--- src/include/rtar_pkg.sv ---
// constants and types for the remote target alias remapper
// assumes one register access port per hub, decoded to byte offsets
package rtar_pkg;

   // hub geometry
   localparam int RTAR_NUM_PORTS = 4;
   localparam int RTAR_NUM_SLOTS = 4;        // local slot 0..3 = remote slot 0, 5, 6, 7

   typedef logic [RTAR_NUM_SLOTS-1:0][6:0] rtar_slot_addr_t;
   typedef logic [RTAR_NUM_SLOTS-1:0][7:0] rtar_slot_ofs_t;

   ////////////////////////////////////////////////////////////////////////////////////////
   // register offsets
   localparam logic [7:0]      RTAR_OFS_PORT_SEL = 8'h4c;
   localparam rtar_slot_ofs_t  RTAR_OFS_PHYS     = {8'h64, 8'h63, 8'h62, 8'h5d};
   localparam rtar_slot_ofs_t  RTAR_OFS_ALIAS    = {8'h6c, 8'h6b, 8'h6a, 8'h65};

   // field positions
   localparam int RTAR_ADDR_MSB     = 7;
   localparam int RTAR_ADDR_LSB     = 1;
   localparam int RTAR_AUTO_ACK_BIT = 0;
   localparam int RTAR_RSVD_BIT     = 0;

   ////////////////////////////////////////////////////////////////////////////////////////
   // values after reset
   localparam rtar_slot_addr_t          RTAR_RST_PHYS     = {7'h00, 7'h00, 7'h00, 7'h00};
   localparam rtar_slot_addr_t          RTAR_RST_ALIAS    = {7'h00, 7'h00, 7'h00, 7'h00};
   localparam logic [RTAR_NUM_SLOTS-1:0] RTAR_RST_AUTO_ACK = 4'h0;
   localparam logic [1:0]               RTAR_RST_PORT_SEL = 2'h0;
   localparam logic [6:0]               RTAR_ALIAS_OFF    = 7'h00;   // alias value that disables

endpackage

--- src/design/rtar_remap.sv ---
// remote target alias remapper for all receive ports of the hub
// assumes txn and ack strobes come from logic on ref_clk, one transaction at a time
`timescale 1ns/1ps

module rtar_remap
   import rtar_pkg::*;
(
   input  wire logic       ref_clk,
   input  wire logic       resetn,
   input  wire logic       reg_wr,
   input  wire logic       reg_rd,
   input  wire logic [7:0] reg_addr,
   input  wire logic [7:0] reg_wdata,
   output logic [7:0]      reg_rdata,
   input  wire logic       txn_valid,
   input  wire logic [6:0] txn_addr,
   input  wire logic       txn_read,
   input  wire logic       ser_ack_valid,
   input  wire logic       ser_ack,
   output logic            fwd_valid,
   output logic [1:0]      fwd_port,
   output logic [6:0]      fwd_addr,
   output logic            fwd_read,
   output logic            host_ack_valid,
   output logic            host_ack
);
   import rtar_pkg::*;

   logic [1:0]                 port_sel_reg;
   rtar_slot_addr_t            phys_w   [RTAR_NUM_PORTS];
   rtar_slot_addr_t            alias_w  [RTAR_NUM_PORTS];
   logic [RTAR_NUM_SLOTS-1:0]  auto_w   [RTAR_NUM_PORTS];
   logic [7:0]                 rdata_w  [RTAR_NUM_PORTS];
   logic                       match_found;
   logic [1:0]                 match_port;
   logic [6:0]                 match_phys;
   logic                       match_auto;
   logic                       auto_pend_reg;
   logic                       auto_pend_next;

   ////////////////////////////////////////////////////////////////////////////////////////
   // port select register
   always_ff @(posedge ref_clk) begin
      if (!resetn) begin
         port_sel_reg <= RTAR_RST_PORT_SEL;
      end else if (reg_wr && reg_addr == RTAR_OFS_PORT_SEL) begin
         port_sel_reg <= reg_wdata[1:0];
      end
   end

   // one register copy per receive port, written only when selected
   for (genvar p = 0; p < RTAR_NUM_PORTS; p++) begin : g_port
      rtar_port_regs u_regs (
         .ref_clk           (ref_clk),
         .resetn            (resetn),
         .wr_en             (reg_wr && port_sel_reg == 2'(p)),
         .addr              (reg_addr),
         .wdata             (reg_wdata),
         .target_phys_addr  (phys_w[p]),
         .target_alias_addr (alias_w[p]),
         .auto_ack          (auto_w[p]),
         .rdata             (rdata_w[p])
      );
   end

   // registered readback from the selected port
   always_ff @(posedge ref_clk) begin
      if (!resetn) begin
         reg_rdata <= 8'h00;
      end else if (reg_rd) begin
         if (reg_addr == RTAR_OFS_PORT_SEL) begin
            reg_rdata <= {6'h00, port_sel_reg};
         end else begin
            reg_rdata <= rdata_w[port_sel_reg];
         end
      end
   end

   ////////////////////////////////////////////////////////////////////////////////////////
   // alias decoder, lowest port then lowest slot wins
   always_comb begin
      match_found = 1'b0;
      match_port  = 2'h0;
      match_phys  = 7'h00;
      match_auto  = 1'b0;
      for (int p = 0; p < RTAR_NUM_PORTS; p++) begin
         for (int s = 0; s < RTAR_NUM_SLOTS; s++) begin
            if (!match_found && alias_w[p][s] != RTAR_ALIAS_OFF
                && txn_addr == alias_w[p][s]) begin
               match_found = 1'b1;
               match_port  = 2'(p);
               match_phys  = phys_w[p][s];
               match_auto  = auto_w[p][s];
            end
         end
      end
   end

   // forward the remapped address toward the serializer
   always_ff @(posedge ref_clk) begin
      if (!resetn) begin
         fwd_valid <= 1'b0;
         fwd_port  <= 2'h0;
         fwd_addr  <= 7'h00;
         fwd_read  <= 1'b0;
      end else begin
         fwd_valid <= txn_valid && match_found;
         if (txn_valid && match_found) begin
            fwd_port <= match_port;
            fwd_addr <= match_phys;
            fwd_read <= txn_read;
         end
      end
   end

   // auto-acknowledged write waiting for the serializer reply it will ignore
   always_comb begin
      auto_pend_next = auto_pend_reg;
      if (ser_ack_valid) begin
         auto_pend_next = 1'b0;
      end
      if (txn_valid && match_found && match_auto && !txn_read) begin
         auto_pend_next = 1'b1;   // set wins over clear
      end
   end

   always_ff @(posedge ref_clk) begin
      if (!resetn) begin
         auto_pend_reg <= 1'b0;
      end else begin
         auto_pend_reg <= auto_pend_next;
      end
   end

   // answer to the local controller: nack on miss, ack on auto write, else serializer
   always_ff @(posedge ref_clk) begin
      if (!resetn) begin
         host_ack_valid <= 1'b0;
         host_ack       <= 1'b0;
      end else if (txn_valid && (!match_found || (match_auto && !txn_read))) begin
         host_ack_valid <= 1'b1;
         host_ack       <= match_found;
      end else if (ser_ack_valid && !auto_pend_reg) begin
         host_ack_valid <= 1'b1;
         host_ack       <= ser_ack;
      end else begin
         host_ack_valid <= 1'b0;
         host_ack       <= 1'b0;
      end
   end

   ////////////////////////////////////////////////////////////////////////////////////////
   // checks
   property p_port_copy;
      @(posedge ref_clk) disable iff (!resetn)
      reg_wr && reg_addr == RTAR_OFS_PHYS[1]
      |=> phys_w[$past(port_sel_reg)][1] == $past(reg_wdata[7:1]);
   endproperty
   a_port_copy: assert property (p_port_copy)
      else $error("selected port copy not written");

   property p_rsvd_zero;
      @(posedge ref_clk) disable iff (!resetn)
      reg_rd && (reg_addr == RTAR_OFS_PHYS[1] || reg_addr == RTAR_OFS_PHYS[3])
      |=> reg_rdata[RTAR_RSVD_BIT] == 1'b0
          && reg_rdata[7:1] == (($past(reg_addr) == RTAR_OFS_PHYS[1])
                                ? phys_w[port_sel_reg][1] : phys_w[port_sel_reg][3]);
   endproperty
   a_rsvd_zero: assert property (p_rsvd_zero)
      else $error("physical address readback wrong");

   property p_remap_hi;
      @(posedge ref_clk) disable iff (!resetn)
      txn_valid && alias_w[0][2] != RTAR_ALIAS_OFF && txn_addr == alias_w[0][2]
      && txn_addr != alias_w[0][0] && txn_addr != alias_w[0][1]
      |=> fwd_valid && fwd_port == 2'h0 && fwd_addr == $past(phys_w[0][2]);
   endproperty
   a_remap_hi: assert property (p_remap_hi)
      else $error("slot six alias not remapped");

   property p_remap_zero;
      @(posedge ref_clk) disable iff (!resetn)
      txn_valid && alias_w[0][0] != RTAR_ALIAS_OFF && txn_addr == alias_w[0][0]
      |=> fwd_valid && fwd_port == 2'h0 && fwd_addr == $past(phys_w[0][0]);
   endproperty
   a_remap_zero: assert property (p_remap_zero)
      else $error("alias zero not redirected to physical zero");

   property p_disabled;
      @(posedge ref_clk) disable iff (!resetn)
      txn_valid && !match_found |=> !fwd_valid && host_ack_valid && !host_ack;
   endproperty
   a_disabled: assert property (p_disabled)
      else $error("unmatched or disabled alias forwarded");

   property p_auto_ack;
      @(posedge ref_clk) disable iff (!resetn)
      txn_valid && match_found && match_auto && !txn_read
      |=> host_ack_valid && host_ack && !fwd_read;
   endproperty
   a_auto_ack: assert property (p_auto_ack)
      else $error("auto acknowledged write not acked");

   property p_reset_vals;
      @(posedge ref_clk)
      !resetn |=> alias_w[0][0] == 7'h00 && auto_w[0][0] == 1'b0
                  && phys_w[0][1] == 7'h00 && phys_w[0][2] == 7'h00;
   endproperty
   a_reset_vals: assert property (p_reset_vals)
      else $error("reset values wrong");

endmodule

--- src/design/rtar_port_regs.sv ---
// one receive port's copy of the remote target physical and alias registers
// assumes the caller qualifies wr_en with the port select
`timescale 1ns/1ps

module rtar_port_regs
   import rtar_pkg::*;
(
   input  wire logic                           ref_clk,
   input  wire logic                           resetn,
   input  wire logic                           wr_en,
   input  wire logic [7:0]                     addr,
   input  wire logic [7:0]                     wdata,
   output rtar_pkg::rtar_slot_addr_t           target_phys_addr,
   output rtar_pkg::rtar_slot_addr_t           target_alias_addr,
   output logic [rtar_pkg::RTAR_NUM_SLOTS-1:0] auto_ack,
   output logic [7:0]                          rdata
);
   import rtar_pkg::*;

   rtar_slot_addr_t             phys_reg;
   rtar_slot_addr_t             alias_reg;
   logic [RTAR_NUM_SLOTS-1:0]   ack_reg;

   ////////////////////////////////////////////////////////////////////////////////////////
   // register writes, per slot decode
   always_ff @(posedge ref_clk) begin
      if (!resetn) begin
         phys_reg  <= RTAR_RST_PHYS;
         alias_reg <= RTAR_RST_ALIAS;
         ack_reg   <= RTAR_RST_AUTO_ACK;
      end else if (wr_en) begin
         for (int s = 0; s < RTAR_NUM_SLOTS; s++) begin
            if (addr == RTAR_OFS_PHYS[s]) begin
               phys_reg[s] <= wdata[RTAR_ADDR_MSB:RTAR_ADDR_LSB];
            end
            if (addr == RTAR_OFS_ALIAS[s]) begin
               alias_reg[s] <= wdata[RTAR_ADDR_MSB:RTAR_ADDR_LSB];
               ack_reg[s]   <= wdata[RTAR_AUTO_ACK_BIT];
            end
         end
      end
   end

   // readback, reserved bit and unmapped offsets read zero
   always_comb begin
      rdata = 8'h00;
      for (int s = 0; s < RTAR_NUM_SLOTS; s++) begin
         if (addr == RTAR_OFS_PHYS[s]) begin
            rdata = {phys_reg[s], 1'b0};
         end
         if (addr == RTAR_OFS_ALIAS[s]) begin
            rdata = {alias_reg[s], ack_reg[s]};
         end
      end
   end

   assign target_phys_addr  = phys_reg;
   assign target_alias_addr = alias_reg;
   assign auto_ack          = ack_reg;

endmodule

--- config.mk ---
export PLATFORM = sky130hd
export DESIGN_NAME = rtar_remap
export DESIGN_NICKNAME = d
export VERILOG_FILES = /design/src/include/rtar_pkg.sv /design/src/design/rtar_remap.sv /design/src/design/rtar_port_regs.sv
export SDC_FILE = /design/constraint.sdc
export NUM_CORES = 1
export LEC_CHECK = 0
export BUFFER_PORTS_ARGS = -buffer_cell sky130_fd_sc_hd__clkbuf_2
export CAP_MARGIN = 5
export CORE_ASPECT_RATIO = 1.2
export CORE_MARGIN = 2
export CORE_UTILIZATION = 50
export DETAILED_ROUTE_END_ITERATION = 12
export PLACE_DENSITY = 0.67
export SLEW_MARGIN = 20
export SYNTH_ARGS = -nofsm -noshare
export SYNTH_HDL_FRONTEND = slang
export SYNTH_SLANG_ARGS = --single-unit
--- constraint.sdc ---
create_clock -name ref_clk -period 7.84 [get_ports ref_clk]
set_clock_uncertainty 0.15 [all_clocks]
set_input_delay 0.784 -clock ref_clk [delete_from_list [all_inputs] [get_ports ref_clk]]
set_output_delay 0.784 -clock ref_clk [all_outputs]
set_load 0.01 [all_outputs]
==> metrics.txt <==
RSZ-0062 raised after global routing no; Crit path required time roughly 8 ns; Cell Area, Synth 14900 sq um; CP arrival 4.48 ns; critical-path maximum fanout 64; Post-route DRC 0; PwrDens 178 nW/um^2; total power 2.85 mW; most frequent cells in the layout 318 x nand2_1, 264 x dfxtp_1, 196 x a21oi_1; mux contribution to synthesized area 10.7%; CTS hold repair buffers 0; largest net degree at the start of global routing between 90 and 100; drt via density 6.75; Core Util, Final 54.5%; met3 routed WL roughly 6000 um; FF+latch count, synth 264; Final Hold Fails 0; Rows 69; Final ANT Viol Nets 0; critical setup path kind input port to register; Die W 161 um; Initial DRC Count 2042; worst slew pin tran 1.19 ns; H-tree depth 1; CTS root buffer clkbuf_16; critical path endpoint category register; max-cap check violation count 0; worst hold slack 0.324 ns; setup TNS 0 ns; Critical Path Start Type input port; Ys Warns 0; global route overflow 0; Clock Path Buffers 3; Static Leak 5.25 nW; Clock Pin Slew Worst Setup and Hold Paths 0.07 ns; Setup Viol. Count Final 0; clock sinks 264; number of port buffers 51; EDFF count, synth 0; Synth top area share 35.6%; Synth async-reset ratio 0%; first-pass detailed-route iteration total 8; most common cell after layout, fill and taps aside nand2_1; Fill cells 2829; initial antenna violation count 0; die area 31100 sq um; most used flip-flop cell after synthesis dfxtp_1; worst skew pair latency 0.57 ns; met2 routed WL ~27000 um; Die H 193 um; # IOs 52; Synth cell types 85; max-slew violations 0; register area share after synthesis a little over a third; Core Box Area just under 30000 sq um; simple-gate share of the synthesized area 22.3%; top layer in use met4; Area contributors post-synth dfxtp_1 36%, mux2i_1 8.3%, nand2_1 8.0%, a21oi_1 6.6%, nor2_1 3.9%; share of layout cells above drive strength 1 10.5%; Routed WL 61200 um; area leader, netlist dfxtp_1; Final period util 53.1%; cells after synthesis between 1500 and 2000; CTS buffer count 27; synthesis-to-finish area growth 8.09%; half-perimeter wire length after placement about 41000 um; Syn Nets 1861; placer congestion estimate 1.07; syn avg cell area 8.12 sq um; # Post-CTS Setup Buffers 0; largest family of logic cells by synthesized area simple AND/OR/NAND/NOR gates; Starting Density about half; Synth Area in XOR/XNOR just over 6%; Antenna Cells 0; via count 14900; Placement Setup Slack 3.29 ns; post-CTS sizing 0; # nets final 1830; min-delay worst type register to register; adder-cell share of the synthesized area 0%; first-pass GRT wire length around 89000 um; outcome finished clean; gr usage total 38.2%; Synth Area in Compound Gates around a fifth; Avg WL per Cell 27.7 um; CTS tree built; Slew Limit Headroom between 20 and 25%; max frequency 240 MHz; Metal-1 WL 24200 um; minimum clock period 4.16 ns; Final WS setup 3.68 ns; VDD IR max 0.206 mV; number of global-route vias before repair 13800
## layout make-up
type / instances / area, sq um / share of cell area [%]
inverter: 15 / 61.3 / 0.382
tap: 390 / 488 / 3.04
sequential: 264 / 5290 / 32.9
timing repair buffer: 74 / 434 / 2.70
multi-input combinational: 1417 / 8880 / 55.3
clock inverter: 11 / 121 / 0.756
clock buffer: 37 / 783 / 4.88
## per-stage QoR
stage | cell area, sq um | std cells
floorplan | 14900 | 1830
global placement | 15100 | 2159
detailed placement | 15200 | 2160
CTS | 16100 | 2208
global route | 16100 | 2208
finish | 16100 | 2208
## where the power goes
group | internal [mW] | leakage [nW] | switching, mW
registers | 1.34 | 2.13 | 0.00131
logic | 0.0385 | 2.68 | 0.130
clock network | 0.764 | 0.444 | 0.574
## cell usage after synthesis, drive strengths merged, types with 11 or more instances
cell type / n
a22oi: 11
buf: 42
nor4: 32
a21o: 11
o21ai: 43
mux2i: 123
a31oi: 18
dfxtp: 264
nand4: 18
nand3: 116
a211oi: 11
a21oi: 197
a221oi: 33
inv: 15
nor3: 23
nor2: 159
nor2b: 13
a2111oi: 13
clkbuf: 92
nand2: 318
xor2: 49
mux2: 16
xnor2: 54
## cell families (layout without fill, tap and decap cells)
kind of cell	Yosys count	after routing
AND/OR/NAND/NOR	723	723
AO/OA/AOI/OAI	444	444
flip-flops	264	264
buffers and inverters	149	137
multiplexers	147	147
XOR/XNOR	103	103
## worst max-delay path, cell delays in order
cell and delay [ns]:
buf_4 0.32, buf_4 0.81, nand2b_1 0.26, nor3_2 0.05, buf_4 0.30, a221oi_1 0.47, o21ai_0 0.24, a222oi_1 0.63
mux2_2 0.31, a21oi_1 0.08, a22o_1 0.20
## path summary, 6_finish.rpt
path / startpoint / to / slack, ns / cells after the start
setup / recovery: reg_addr[3] / reg_rdata[2] / 3.68 / 11
hold / removal: g_port[1].u_regs.auto_ack[2] / g_port[1].u_regs.auto_ack[2] / 0.32 / 2
setup reg to reg: g_port[1].u_regs.target_alias_addr[8] / fwd_addr[4] / 4.24 / 9
hold reg to reg: g_port[1].u_regs.auto_ack[2] / g_port[1].u_regs.auto_ack[2] / 0.32 / 2
## metal layers
metal / up-vias / GRT usage [%]
met2: 972 / 59.1
met1: 7155 / 49.7
met4: 0 / 22.9
met3: 262 / 7.14
li1: 6526 / -
met5: - / 0
No activity file was read; power rests on OpenSTA's default activity.
